===== src/pkg/vad_pkg.sv =====
// ----------------------------------------------------------------
// register map, reset values and field positions
// ----------------------------------------------------------------
package vad_pkg;

	localparam int REG_W = 24; // every register is 24 bits wide
	localparam int ADDR_W = 5; // register index width

	// register indices on the serial control port
	localparam logic [4:0] A_GPO_SEL = 5'h0F; // general output select
	localparam logic [4:0] A_TUNE = 5'h10; // vco_tune_status
	localparam logic [4:0] A_CALERR = 5'h11; // calibration_error_readback
	localparam logic [4:0] A_LOCKRB = 5'h12; // output_lock_readback
	localparam logic [4:0] A_BUILTIN_TEST = 5'h13; // builtin_test_readback
	localparam logic [4:0] A_AUX = 5'h14; // aux_port_control
	localparam logic [4:0] A_MANVCO = 5'h15; // manual_vco_config
	localparam logic [4:0] A_DIVGAIN = 5'h16; // output_divider_gain

	// reset values
	localparam logic [23:0] RST_GPO_SEL = 24'h00_0001;
	localparam logic [23:0] RST_TUNE = 24'h00_0080;
	localparam logic [23:0] RST_CALERR = 24'h07_FFFF;
	localparam logic [23:0] RST_LOCK_RSVD = 24'h00_001C;
	localparam logic [23:0] RST_BUILTIN_TEST = 24'h00_1259;
	localparam logic [23:0] RST_AUX = 24'h00_0220;
	localparam logic [23:0] RST_MANVCO = 24'h0F_48A0;
	localparam logic [23:0] RST_DIVGAIN = 24'h00_06C1;

	// field positions
	localparam int GPO_SEL_LO = 0;
	localparam int TUNE_CURVE_LO = 0;
	localparam int TUNE_BUSY_BIT = 8;
	localparam int CAL_MAG_LO = 0;
	localparam int CAL_SIGN_BIT = 19;
	localparam int RB_GPO_BIT = 0;
	localparam int RB_LOCK_BIT = 1;
	localparam int AUX_MODE_BIT = 0;
	localparam int AUX_VAL_LO = 1;
	localparam int AUX_LVL_BIT = 4;
	localparam int AUX_SYNC_BIT = 9;
	localparam int AUX_ROUTE_LO = 10;
	localparam int AUX_IDLE_LO = 12;
	localparam int MAN_CAL_BIT = 0;
	localparam int MAN_CAP_LO = 1;
	localparam int MAN_SUB_LO = 6;
	localparam int MAN_TUNE_BIT = 9;
	localparam int MAN_AUTOCP_BIT = 16;
	localparam int DIV_RATIO_LO = 0;
	localparam int LO1_GAIN_LO = 6;
	localparam int LO2_GAIN_LO = 8;
	localparam int DIV_STAGE_BIT = 10;

	// divider limits and buffer gain step
	localparam logic [5:0] DIV_MUTE = 6'h00;
	localparam logic [5:0] DIV_MAX = 6'h3E;
	localparam logic [3:0] GAIN_STEP_DB = 4'h3;

	// drive of the auxiliary outputs while they are disabled
	typedef enum logic [1:0] {
		IDLE_HIZ = 2'b00,
		IDLE_KEEP = 2'b01,
		IDLE_HIGH = 2'b10,
		IDLE_LOW = 2'b11
	} vad_idle_t;

endpackage


===== src/design/vad_regs.sv =====
`timescale 1ns/1ps
module vad_regs #(
	parameter int GPO_SRC_W = 32 // general output source count
) (
	input wire logic clk,
	input wire logic rst,
	// register access from the serial control port, same clock
	input wire logic [4:0] reg_addr,
	input wire logic reg_wr,
	input wire logic [23:0] reg_wdata,
	input wire logic reg_rd,
	output logic [23:0] reg_rdata,
	// autocalibration engine state
	input wire logic [7:0] cal_tune_curve,
	input wire logic cal_busy,
	input wire logic [18:0] cal_err_mag,
	input wire logic cal_err_sign,
	// general output sources and lock detect
	input wire logic [GPO_SRC_W-1:0] gpo_sources,
	input wire logic lock_detect,
	// auxiliary serial engine and pin control
	input wire logic aux_spi_sck,
	input wire logic aux_spi_cs,
	input wire logic aux_spi_dout,
	input wire logic aux_enable,
	input wire logic exact_freq_mode,
	input wire logic chip_en_pin,
	output logic [2:0] aux_out,
	output logic [2:0] aux_oe,
	output logic aux_3v3_sel,
	output logic phase_sync_trig,
	output logic gpo_out,
	// vco and output stage controls
	output logic manual_cal_en,
	output logic manual_tune_en,
	output logic [4:0] cap_switch,
	output logic [2:0] vco_subband,
	output logic cp_autoscale,
	output logic out_mute,
	output logic [5:0] out_div_ratio,
	output logic [1:0] lo1_gain,
	output logic [1:0] lo2_gain,
	output logic [3:0] lo1_atten_db,
	output logic [3:0] lo2_atten_db,
	output logic div_stage_max_gain
);

	// the select field is five bits, so at most 32 sources
	if (GPO_SRC_W < 2 || GPO_SRC_W > 32) begin : g_chk
		$error("vad_regs: GPO_SRC_W must be 2 to 32");
	end

	// ----------------------------------------------------------------
	// helpers
	// ----------------------------------------------------------------

	// attenuation below max gain for a two-bit buffer gain code
	function automatic logic [3:0] gain_atten(input logic [1:0] code);
		logic [3:0] steps;
		steps = {2'b00, 2'b11 - code};
		gain_atten = 4'(steps * vad_pkg::GAIN_STEP_DB);
	endfunction

	// ----------------------------------------------------------------
	// writable registers
	// ----------------------------------------------------------------
	logic [23:0] gpo_sel_r; // general output select
	logic [23:0] aux_r; // aux_port_control
	logic [23:0] manvco_r; // manual_vco_config
	logic [23:0] divgain_r; // output_divider_gain
	logic [23:0] next_gpo_sel_r;
	logic [23:0] next_aux_r;
	logic [23:0] next_manvco_r;
	logic [23:0] next_divgain_r;

	// full-word writes; read-only indices have no branch here
	always_comb begin
		next_gpo_sel_r = gpo_sel_r;
		next_aux_r = aux_r;
		next_manvco_r = manvco_r;
		next_divgain_r = divgain_r;
		if (reg_wr) begin
			unique case (reg_addr)
				vad_pkg::A_GPO_SEL: next_gpo_sel_r = reg_wdata;
				vad_pkg::A_AUX: next_aux_r = reg_wdata;
				vad_pkg::A_MANVCO: next_manvco_r = reg_wdata;
				vad_pkg::A_DIVGAIN: next_divgain_r = reg_wdata;
				default: begin
					// read-only or unmapped: dropped silently
					next_aux_r = aux_r;
				end
			endcase
		end
	end

	always_ff @(posedge clk or posedge rst) begin
		if (rst) begin
			gpo_sel_r <= vad_pkg::RST_GPO_SEL;
			aux_r <= vad_pkg::RST_AUX;
			manvco_r <= vad_pkg::RST_MANVCO;
			divgain_r <= vad_pkg::RST_DIVGAIN;
		end else begin
			gpo_sel_r <= next_gpo_sel_r;
			aux_r <= next_aux_r;
			manvco_r <= next_manvco_r;
			divgain_r <= next_divgain_r;
		end
	end

	// ----------------------------------------------------------------
	// internal state snapshots for readback
	// ----------------------------------------------------------------
	logic [23:0] tune_r; // vco_tune_status image
	logic [23:0] calerr_r; // calibration_error_readback image
	logic [1:0] lockrb_r; // general output and lock image
	logic [23:0] next_tune_r;
	logic [23:0] next_calerr_r;
	logic [1:0] next_lockrb_r;
	logic [4:0] gpo_sel; // selected source index
	logic gpo_mux; // selected general output

	// sampling every cycle keeps a multi-bit read coherent
	always_comb begin
		gpo_sel = gpo_sel_r[vad_pkg::GPO_SEL_LO +: 5];
		gpo_mux = 1'b0;
		if (32'(gpo_sel) < GPO_SRC_W) begin
			gpo_mux = gpo_sources[gpo_sel];
		end
		next_tune_r = 24'h00_0000;
		next_tune_r[vad_pkg::TUNE_CURVE_LO +: 8] = cal_tune_curve;
		next_tune_r[vad_pkg::TUNE_BUSY_BIT] = cal_busy;
		next_calerr_r = 24'h00_0000;
		next_calerr_r[vad_pkg::CAL_MAG_LO +: 19] = cal_err_mag;
		next_calerr_r[vad_pkg::CAL_SIGN_BIT] = cal_err_sign;
		next_lockrb_r = 2'b00;
		next_lockrb_r[vad_pkg::RB_GPO_BIT] = gpo_mux;
		next_lockrb_r[vad_pkg::RB_LOCK_BIT] = lock_detect;
	end

	always_ff @(posedge clk or posedge rst) begin
		if (rst) begin
			tune_r <= vad_pkg::RST_TUNE;
			calerr_r <= vad_pkg::RST_CALERR;
			lockrb_r <= 2'b00;
		end else begin
			tune_r <= next_tune_r;
			calerr_r <= next_calerr_r;
			lockrb_r <= next_lockrb_r;
		end
	end

	// ----------------------------------------------------------------
	// read data
	// ----------------------------------------------------------------
	logic [23:0] next_reg_rdata; // word for the next cycle

	// unmapped indices read as zero; data holds until next read
	always_comb begin
		next_reg_rdata = reg_rdata;
		if (reg_rd) begin
			unique case (reg_addr)
				vad_pkg::A_GPO_SEL: next_reg_rdata = gpo_sel_r;
				vad_pkg::A_TUNE: next_reg_rdata = tune_r;
				vad_pkg::A_CALERR: next_reg_rdata = calerr_r;
				vad_pkg::A_LOCKRB: begin
					next_reg_rdata = vad_pkg::RST_LOCK_RSVD | {22'h0, lockrb_r};
				end
				vad_pkg::A_BUILTIN_TEST: next_reg_rdata = vad_pkg::RST_BUILTIN_TEST;
				vad_pkg::A_AUX: next_reg_rdata = aux_r;
				vad_pkg::A_MANVCO: next_reg_rdata = manvco_r;
				vad_pkg::A_DIVGAIN: next_reg_rdata = divgain_r;
				default: next_reg_rdata = 24'h00_0000;
			endcase
		end
	end

	always_ff @(posedge clk or posedge rst) begin
		if (rst) begin
			reg_rdata <= 24'h00_0000;
		end else begin
			reg_rdata <= next_reg_rdata;
		end
	end

	// ----------------------------------------------------------------
	// phase sync trigger from the chip enable pin
	// ----------------------------------------------------------------
	logic [2:0] en_sync; // [0],[1] synchroniser, [2] edge history
	logic [2:0] next_en_sync;
	logic [2:0] en_fill; // ones shift in as the stages take real samples
	logic [2:0] next_en_fill;
	logic next_phase_sync_trig;
	logic next_gpo_out;

	// the pin is asynchronous; only stage 1 and 2 feed the edge
	always_comb begin
		next_en_sync = {en_sync[1:0], chip_en_pin};
		next_en_fill = {en_fill[1:0], 1'b1};
		// a rising enable edge fires only with exact mode on; a pin that
		// is already high at reset release is not an edge, so the history
		// stage must hold a real sample first
		next_phase_sync_trig = en_sync[1] && !en_sync[2] && en_fill[2]
			&& aux_r[vad_pkg::AUX_SYNC_BIT] && exact_freq_mode;
		next_gpo_out = gpo_mux;
	end

	always_ff @(posedge clk or posedge rst) begin
		if (rst) begin
			en_sync <= 3'b000;
			en_fill <= 3'b000;
			phase_sync_trig <= 1'b0;
			gpo_out <= 1'b0;
		end else begin
			en_sync <= next_en_sync;
			en_fill <= next_en_fill;
			phase_sync_trig <= next_phase_sync_trig;
			gpo_out <= next_gpo_out;
		end
	end

	// ----------------------------------------------------------------
	// field outputs from flops; the attenuation outputs are decoded from the gain codes
	// ----------------------------------------------------------------
	assign aux_3v3_sel = aux_r[vad_pkg::AUX_LVL_BIT];
	assign manual_cal_en = manvco_r[vad_pkg::MAN_CAL_BIT];
	assign cap_switch = manvco_r[vad_pkg::MAN_CAP_LO +: 5];
	assign vco_subband = manvco_r[vad_pkg::MAN_SUB_LO +: 3];
	// core consumes cap and sub-band only while this is high
	assign manual_tune_en = manvco_r[vad_pkg::MAN_TUNE_BIT];
	assign cp_autoscale = manvco_r[vad_pkg::MAN_AUTOCP_BIT];
	assign lo1_gain = divgain_r[vad_pkg::LO1_GAIN_LO +: 2];
	assign lo2_gain = divgain_r[vad_pkg::LO2_GAIN_LO +: 2];
	assign lo1_atten_db = gain_atten(lo1_gain);
	assign lo2_atten_db = gain_atten(lo2_gain);
	assign div_stage_max_gain = divgain_r[vad_pkg::DIV_STAGE_BIT];

	// ----------------------------------------------------------------
	// sub-blocks
	// ----------------------------------------------------------------
	vad_aux_drive u_aux (
		.clk(clk),
		.rst(rst),
		.aux_enable(aux_enable),
		.serial_mode(aux_r[vad_pkg::AUX_MODE_BIT]),
		.static_vals(aux_r[vad_pkg::AUX_VAL_LO +: 3]),
		.route(aux_r[vad_pkg::AUX_ROUTE_LO +: 2]),
		.idle_mode(aux_r[vad_pkg::AUX_IDLE_LO +: 2]),
		.general_output_mux(gpo_out),
		.spi_sck(aux_spi_sck),
		.spi_cs(aux_spi_cs),
		.spi_dout(aux_spi_dout),
		.aux_out(aux_out),
		.aux_oe(aux_oe)
	);

	vad_div_decode #(
		.RATIO_W(6)
	) u_div (
		.clk(clk),
		.rst(rst),
		.div_code(divgain_r[vad_pkg::DIV_RATIO_LO +: 6]),
		.div_ratio(out_div_ratio),
		.out_mute(out_mute)
	);

	// ----------------------------------------------------------------
	// checks
	// ----------------------------------------------------------------
	a_tune_busy_read: assert property (@(posedge clk) disable iff (rst)
		(reg_rd && reg_addr == 5'h10 && !$past(rst, 2))
		|=> (reg_rdata[8] == $past(cal_busy, 2)))
		else $error("busy flag readback wrong");
	a_cal_sign_read: assert property (@(posedge clk) disable iff (rst)
		(reg_rd && reg_addr == 5'h11 && !$past(rst, 2))
		|=> (reg_rdata[19] == $past(cal_err_sign, 2)
			&& reg_rdata[23:20] == 4'h0))
		else $error("calibration sign readback wrong");
	a_lock_rb_read: assert property (@(posedge clk) disable iff (rst)
		(reg_rd && reg_addr == 5'h12 && !$past(rst, 2))
		|=> (reg_rdata[1] == $past(lock_detect, 2)))
		else $error("lock readback wrong");
	a_ro_write_drop: assert property (@(posedge clk) disable iff (rst)
		(reg_rd && reg_addr == vad_pkg::A_BUILTIN_TEST)
		|=> (reg_rdata == vad_pkg::RST_BUILTIN_TEST))
		else $error("read-only register took a write");
	a_sync_needs_exact: assert property (@(posedge clk) disable iff (rst)
		phase_sync_trig |-> ($past(exact_freq_mode)
			&& $past(aux_r[9]) && $past(en_sync[1], 1)))
		else $error("phase sync fired without its conditions");

endmodule // vad_regs


===== src/design/vad_div_decode.sv =====
`timescale 1ns/1ps
// ----------------------------------------------------------------
// output divide code to effective ratio, registered
// ----------------------------------------------------------------
module vad_div_decode #(
	parameter int RATIO_W = 6
) (
	input wire logic clk,
	input wire logic rst,
	input wire logic [RATIO_W-1:0] div_code,
	output logic [RATIO_W-1:0] div_ratio,
	output logic out_mute
);

	// the limit constant is six bits wide
	if (RATIO_W != 6) begin : g_chk
		$error("vad_div_decode: RATIO_W must be 6");
	end

	logic [RATIO_W-1:0] next_div_ratio; // effective divide
	logic next_out_mute; // output stages off

	// ----------------------------------------------------------------
	// decode
	// ----------------------------------------------------------------
	always_comb begin
		next_out_mute = 1'b0;
		next_div_ratio = div_code;
		if (div_code == vad_pkg::DIV_MUTE) begin
			// vco and pll buffer stay on, only output stages mute
			next_out_mute = 1'b1;
		end else if (div_code > vad_pkg::DIV_MAX) begin
			next_div_ratio = vad_pkg::DIV_MAX;
		end else if (div_code[0] && div_code != 6'h01) begin
			// odd codes above one fall to the even ratio below
			next_div_ratio = {div_code[RATIO_W-1:1], 1'b0};
		end
	end

	// register so the ratio never glitches between codes
	always_ff @(posedge clk or posedge rst) begin
		if (rst) begin
			div_ratio <= 6'h01;
			out_mute <= 1'b0;
		end else begin
			div_ratio <= next_div_ratio;
			out_mute <= next_out_mute;
		end
	end

	a_div_clamp_max: assert property (@(posedge clk) disable iff (rst)
		(div_code > 6'h3E) |=> (div_ratio == 6'h3E))
		else $error("divide above limit not clamped");
	a_div_odd_down: assert property (@(posedge clk) disable iff (rst)
		(div_code[0] && div_code > 6'h01 && div_code < 6'h3F)
		|=> (div_ratio == $past(div_code) - 6'h01))
		else $error("odd divide not lowered");
	a_div_mute_zero: assert property (@(posedge clk) disable iff (rst)
		(div_code == 6'h00) |=> out_mute)
		else $error("zero code did not mute");

endmodule // vad_div_decode


===== src/design/vad_aux_drive.sv =====
`timescale 1ns/1ps
// ----------------------------------------------------------------
// three auxiliary output pins: serial, static, routed, idle
// ----------------------------------------------------------------
module vad_aux_drive (
	input wire logic clk,
	input wire logic rst,
	input wire logic aux_enable,
	input wire logic serial_mode,
	input wire logic [2:0] static_vals,
	input wire logic [1:0] route,
	input wire logic [1:0] idle_mode,
	input wire logic general_output_mux,
	input wire logic spi_sck,
	input wire logic spi_cs,
	input wire logic spi_dout,
	output logic [2:0] aux_out,
	output logic [2:0] aux_oe
);

	logic [2:0] base; // serial or static value
	logic [2:0] next_aux_out; // next pin level
	logic [2:0] next_aux_oe; // next pin enable
	vad_pkg::vad_idle_t idle; // decoded idle drive

	// ----------------------------------------------------------------
	// next pin state
	// ----------------------------------------------------------------
	always_comb begin
		idle = vad_pkg::vad_idle_t'(idle_mode);
		// pin 0 clock, pin 1 select, pin 2 data in serial use
		base = serial_mode ? {spi_dout, spi_cs, spi_sck}
			: static_vals;
		next_aux_out = base;
		next_aux_oe = 3'h7;
		if (route != 2'h0) begin
			// general output replaces one pin in either mode
			next_aux_out[route - 2'h1] = general_output_mux;
		end
		if (!aux_enable) begin
			unique case (idle)
				vad_pkg::IDLE_HIZ: begin
					next_aux_out = 3'h0;
					next_aux_oe = 3'h0;
				end
				vad_pkg::IDLE_KEEP: begin
					// hold whatever was last driven
					next_aux_out = aux_out;
				end
				vad_pkg::IDLE_HIGH: begin
					next_aux_out = 3'h7;
				end
				vad_pkg::IDLE_LOW: begin
					next_aux_out = 3'h0;
				end
			endcase
		end
	end

	// registered pins keep the pads free of decode glitches
	always_ff @(posedge clk or posedge rst) begin
		if (rst) begin
			aux_out <= 3'h0;
			aux_oe <= 3'h0;
		end else begin
			aux_out <= next_aux_out;
			aux_oe <= next_aux_oe;
		end
	end

	a_aux_static_vals: assert property (@(posedge clk) disable iff (rst)
		(aux_enable && !serial_mode && route == 2'h0)
		|=> (aux_out == $past(static_vals) && aux_oe == 3'h7))
		else $error("static value not on pins");
	a_aux_route_pin1: assert property (@(posedge clk) disable iff (rst)
		(aux_enable && route == 2'h2) |=> (aux_out[1] == $past(general_output_mux)))
		else $error("general output not routed to pin 1");
	a_aux_idle_hiz: assert property (@(posedge clk) disable iff (rst)
		(!aux_enable && idle_mode == 2'h0) |=> (aux_oe == 3'h0))
		else $error("disabled pins not released");
	a_aux_idle_high: assert property (@(posedge clk) disable iff (rst)
		(!aux_enable && idle_mode == 2'h2) |=> (aux_out == 3'h7))
		else $error("disabled pins not high");

endmodule // vad_aux_drive


===== config.mk =====
export PLATFORM = sky130hd
export DESIGN_NAME = vad_regs
export DESIGN_NICKNAME = d
export VERILOG_FILES = /design/src/pkg/vad_pkg.sv /design/src/design/vad_regs.sv /design/src/design/vad_div_decode.sv /design/src/design/vad_aux_drive.sv
export SDC_FILE = /design/constraint.sdc
export NUM_CORES = 1
export LEC_CHECK = 0
export BUFFER_PORTS_ARGS = -buffer_cell sky130_fd_sc_hd__buf_2
export CAP_MARGIN = 20
export CELL_PAD_IN_SITES_DETAIL_PLACEMENT = 0
export CELL_PAD_IN_SITES_GLOBAL_PLACEMENT = 1
export CORE_MARGIN = 2
export CORE_UTILIZATION = 39
export CTS_CLUSTER_DIAMETER = 30
export DETAILED_ROUTE_END_ITERATION = 16
export PLACE_DENSITY = 0.74
export SLEW_MARGIN = 10
export SYNTH_ARGS = -nofsm -noshare
export SYNTH_HDL_FRONTEND = slang
export SYNTH_SLANG_ARGS = --single-unit

===== constraint.sdc =====
create_clock -name clk -period 5.5 [get_ports clk]
set_clock_uncertainty 0.1 [all_clocks]
set_input_delay 0.55 -clock clk [delete_from_list [all_inputs] [get_ports clk]]
set_output_delay 0.55 -clock clk [all_outputs]
set_load 0.01 [all_outputs]

# Word level (Yosys, flattened, before mapping)
# Index checks and enable logic that the tools add are counted.
dict set report totals {
  out_inout_bits 64
  ff_bits 172
  elab_cells 69
  in_bits 101
}
dict set report op_classes {
  mul 2
  muxes 16
  n_reduce_logical 15
  n_addsub 3
  order_cmp 4
  eq_ne 13
}
# operator count
set ops {}
lappend ops {{24-bit case mux with 8 select lines} 1}
lappend ops {{5-bit equality test (second input constant)} 7}
lappend ops {{3-bit two-way mux} 5}
lappend ops {{6-bit two-way mux} 2}
lappend ops {{2-bit by 2-bit multiplier with 4-bit output (second input constant)} 2}
lappend ops {{2-bit AND reduction} 4}
lappend ops {{6-bit > comparator (second input constant)} 1}
lappend ops {{1-bit logical AND} 6}
lappend ops {{6-bit logical NOT} 1}
lappend ops {{5-bit by 6-bit < comparator with 1-bit output (second input constant)} 1}
lappend ops {{6-bit by 1-bit != test with 1-bit output (second input constant)} 1}
lappend ops {{3-bit case mux with 2 select lines} 1}
lappend ops {{1-bit binary-select mux with 5-bit select} 1}
lappend ops {{5-bit by 4-bit equality test with 1-bit output (second input constant)} 1}
lappend ops {{2-bit equality test (second input constant)} 2}
lappend ops {{1-bit two-way mux} 4}
lappend ops {{2-bit subtractor (first input constant)} 2}
lappend ops {{3-bit bitwise mux} 1}
lappend ops {{2-bit by 3-bit < comparator with 1-bit output (second input constant)} 1}
lappend ops {{1-bit demux with 2-bit select} 1}
lappend ops {{2-bit by 1-bit equality test with 1-bit output (second input constant)} 1}
lappend ops {{2-bit by 1-bit greater-or-equal comparator with 1-bit output (second input constant)} 1}
lappend ops {{2-bit logical NOT} 1}
lappend ops {{2-bit != test (second input constant)} 1}
lappend ops {{other kinds (4)} 4}

# Logic depth before layout (Yosys ltp)
dict set report depth {
  ltp_word 8
  mapped_depth 7
  ltp_nobuf 5
}

# Modules after synthesis
# A second synthesis with hierarchy kept.
dict set report unflattened {
  hier_cells 601
  hier_area_um2 7669.9
}
# module instances area_each_um2 cells_per_inst seq_area_each_um2
set by_module_without_submodules {}
lappend by_module_without_submodules {vad_regs 1 7156.9 555 3998.8}
lappend by_module_without_submodules {vad_aux_drive 1 279.0 30 100.1}
lappend by_module_without_submodules {vad_div_decode 1 234.0 16 176.4}

# Worst setup path after synthesis
# Ideal clock, no wire load.
dict set report synth_timing {
  path_type {input to register}
  from {input port reg_addr[2]}
  to {register gpo_sel_r[10]}
  stages 7
  arrival_time_ns 1.845
  slack_ns 3.427
  required_ns 5.273
  path_buffers 3
  setup_time_ns 0.127
  cell_sequence {buf_4 -> nand3_2 -> nor3b_4 -> and2_1 -> buf_4 -> buf_6 -> mux2_1}
}
dict set report synth_between {
  elab_chain_cells 2
}
# element line_no
set synth_lines {}
lappend synth_lines {{start, declared} vad_regs.sv:8} ;# input wire logic [4:0] reg_addr,
lappend synth_lines {{5-bit by 4-bit equality test with 1-bit output} vad_regs.sv:83} ;# unique case (reg_addr)
lappend synth_lines {{2-bit AND reduction (no line)} --}
lappend synth_lines {{end signal, assigned} vad_regs.sv:98} ;# gpo_sel_r <= vad_pkg::RST_GPO_SEL;
lappend synth_lines {{end signal, assigned} vad_regs.sv:103} ;# gpo_sel_r <= next_gpo_sel_r;
lappend synth_lines {{end, declared} vad_regs.sv:67} ;# logic [23:0] gpo_sel_r;
# No other way between the ends.
# A chain may end at the register's enable or synchronous reset.

# Final worst setup path
dict set report layout_timing {
  from {input port reg_addr[1]}
  to {register manvco_r[4]}
}
dict set report layout_between {
  elab_chain_cells 2
}
# element line_no
set layout_lines {}
lappend layout_lines {{5-bit equality test} vad_regs.sv:83}
lappend layout_lines {{2-bit AND reduction (no line)} --}
lappend layout_lines {{end signal, assigned} vad_regs.sv:100} ;# manvco_r <= vad_pkg::RST_MANVCO;
lappend layout_lines {{end signal, assigned} vad_regs.sv:105} ;# manvco_r <= next_manvco_r;
lappend layout_lines {{end, declared} vad_regs.sv:69} ;# logic [23:0] manvco_r;
# No other way between the ends.

==> metrics.yaml <==
yosys:
  yosysWarnings: 0
  synthArstFlopShare: 1.00
  synth.cell_area_um2: 7510
  postSynthAreaPerCell_um2: 12.7
  syn_inst: 592
  synth_ff_type: "sky130_fd_sc_hd__dfrtp_1"
  ys_seq_area_frac: 0.569
  netlist-cell-type-count: 47
  ys_seq_elements: 169
  synth_fp_nets: 699
  synth_enable_flop_cells: 0
cells_and_area:
  nNetsFinal: 838
  final_core_util: 0.478
  drive_above_1_share: 0.450
  final_design_area_no_fill_um2: 9010
  areaGrowthSynthToFinish_pct: 19.9
  insertedDiodeCount: 0
die:
  core_footprint_um2: 18800
  initial_utilization: 0.399
  rows: 50
  floorplan.die.height_um: 143
  io_pins: 165
  dieWidth_um: 143
  die_footprint_um2: 20400
timing:
  final_setup_viols: 0
  fmax_ghz: 0.319
  timing.max_slew.rel_slack: 0.361
  timing.final.crit_period_ps: 3130
  finalHoldViolCount: 0
  drv_slew: 0
  rsz0062_at_grt: "no"
  totalNegativeSetupSlack_ps: 0
  timing_worst_slew_pin_value_ps: 955
  layout_worst_path_cycle_share: 0.570
cts:
  tritoncts: "yes"
  cts_buffers: 17
  cts_num_sinks: 169
  post_cts_buffers: 0
  clk_latency_ps: 430
  cts_root_buf: "sky130_fd_sc_hd__clkbuf_16"
  holdBufCountCts: 0
  post_cts_resize_count: 0
  h-tree-depth: 4
  clkSlewWorstSetupHoldPaths_ps: 60
  clk_path_buf_depth: 2
grt:
  antenna_violations_before_repair: 0
  grt-ovfl-total: 0
  largest_net_degree_at_the_start_of_global_routing: 72
  gr_util_met2: 0.328
  groute.layer.met3.usage: 0.0459
  top_usage_layer: "met2"
  grtUsageTotal: 0.201
  via_count_of_the_first_global_routing_pass: 5705
  wire_length_of_the_first_global_routing_pass_um: 31100
  met1_capacity_usage_during_global_routing: 0.264
pwr:
  maximum_vdd_ir_drop_v: 0.000229
  leakage_nw: 4.16
  p_per_area_nw_per_um2: 367
placement:
  place.detailed.hpwl_um: 13900
  io_buffer_count: 164
  place_congestion: 0.810
  standard_cell_area_after_detailed_placement_um2: 8420
setup_path:
  path_class: "input pin to register"
  cell_count_of_the_worst_reg_to_reg_path: 5
  timing.critical_path.to_type: "register"
  cp.arrival_ps: 3340
  cp_data_required_time_ps: 5710
  timing.critical_path.from_type: "input pin"
  critPathMaxFanout: 33
drt:
  routed_via_density: 5.29
  drtPass1Iterations: 5
  routedWlPerCell_um: 19.6
  drtIter0Drc: 319
  drt.antenna.violating_nets: 0
  detail_route.drc_violations: 0
  postRouteWirelength_um: 19700
  routed-via-count: 5311
run_status:
  outcome: "finished clean"
job:
  max_cap_viol_count: 0
hold_path:
  holdCritPathClass: "input pin to async pin"
[flip-flops by register name (all words and copies together) (netlist names)]
register / cells
phase_sync_trig: 1
en_sync: 3
divgain_r: 24
lockrb_r: 2
reg_rdata: 24
tune_r: 9
u_div.out_mute: 1
u_div.div_ratio: 6
aux_r: 24
gpo_sel_r: 24
manvco_r: 24
u_aux.aux_oe: 1
en_fill: 3
u_aux.aux_out: 3
calerr_r: 20
[cell families after synthesis]
group | share of synthesized area
mux | 0.201
other cells | 0.000499
simple gates | 0.0678
flops | 0.569
buf+inv | 0.0513
compound gates | 0.100
fa+ha+maj | 0.00999
[Yosys cell counts, drive strengths merged, types with 4 or more instances]
| cell type | n | area [µm²] |
|---|---|---|
| o22ai | 12 | 75.1 |
| mux2 | 110 | 1240 |
| and2 | 4 | 25.0 |
| nand2b | 7 | 43.8 |
| a222oi | 6 | 60.1 |
| o221ai | 8 | 70.1 |
| dfrtp | 132 | 3300 |
| mux2i | 27 | 270 |
| nor3 | 5 | 36.3 |
| o21ai | 22 | 110 |
| a22oi | 19 | 143 |
| nor2b | 19 | 119 |
| dfstp | 37 | 972 |
| a21oi | 27 | 135 |
| a211oi | 4 | 30.0 |
| ha | 6 | 75.1 |
| nand3 | 13 | 70.1 |
| nand2 | 21 | 81.3 |
| inv | 24 | 90.1 |
| buf | 36 | 239 |
| clkbuf | 15 | 56.3 |
| a221oi | 4 | 35.0 |
| nor2 | 13 | 51.3 |
[worst paths after layout]
| path | from | endpoint | slack [ps] |
|---|---|---|---|
| worst max register to register | gpo_sel_r[0]$_DFFE_PP1P_ | lockrb_r[0]$_DFF_PP0_ | 3550 |
| worst min register to register | en_fill[0]$_DFF_PP0_ | en_fill[1]$_DFF_PP0_ | 250 |
| worst min-delay path | rst | tune_r[3]$_DFF_PP0_ | 8 |
| min in group clk | cal_tune_curve[7] | tune_r[7]$_DFF_PP1_ | 110 |
| worst max-delay path | reg_addr[1] | manvco_r[4]$_DFFE_PP0P_ | 2370 |
| max in group asynchronous | rst | u_aux.aux_oe[1]$_DFF_PP0_ | 4070 |
[critical path, cell delays in order]
cell                      delay [ps]
sky130_fd_sc_hd__buf_2           350
sky130_fd_sc_hd__nor2b_1         820
sky130_fd_sc_hd__nand2_1         150
sky130_fd_sc_hd__nor2_2          700
sky130_fd_sc_hd__buf_4           390
sky130_fd_sc_hd__mux2_2          360
[final cells by class]
class,instances,area (µm²)
multi-input cells,348,2850
inverters,24,95.1
repair buffers,171,873
fillers,1722,9820
well taps,260,325
flip-flops and latches,169,4280
clock inverters,13,156
clock buffers,19,433
[report_power, final]
part	switching, mW	internal [mW]
clock network	0.488	0.711
logic	0.255	0.265
registers	0.141	1.45
total	0.883	2.42
[cells in the final DEF, fill, tap and decap left out, drive strengths merged, types with 19 or more instances in the layout]
cell / instances
o21ai: 22
buf: 171
dfrtp: 132
a21oi: 27
inv: 24
nor2b: 19
mux2i: 27
dfstp: 37
a22oi: 19
nand2: 21
clkbuf: 19
mux2: 110
[through the flow]
stage | hold slack [ps] | total power, mW | instances | setup WS (ps)
global route | 27.7 | 3.47 | 1004 | 2330
finish | 7.58 | 3.31 | 1004 | 2370
CTS | 10.7 | 3.34 | 1004 | 2420
floorplan | 231 | 1.94 | 592 | 336
detailed placement | 235 | 2.14 | 972 | 1980
global placement | 233 | 2.11 | 972 | 1980
[metal layers]
layer,wire length (µm),vias up
li1,-,2400
met1,9040,2723
met2,9490,162
met3,887,26
met4,301,0
met5,0,-
Power figures use the tool's default switching activity.
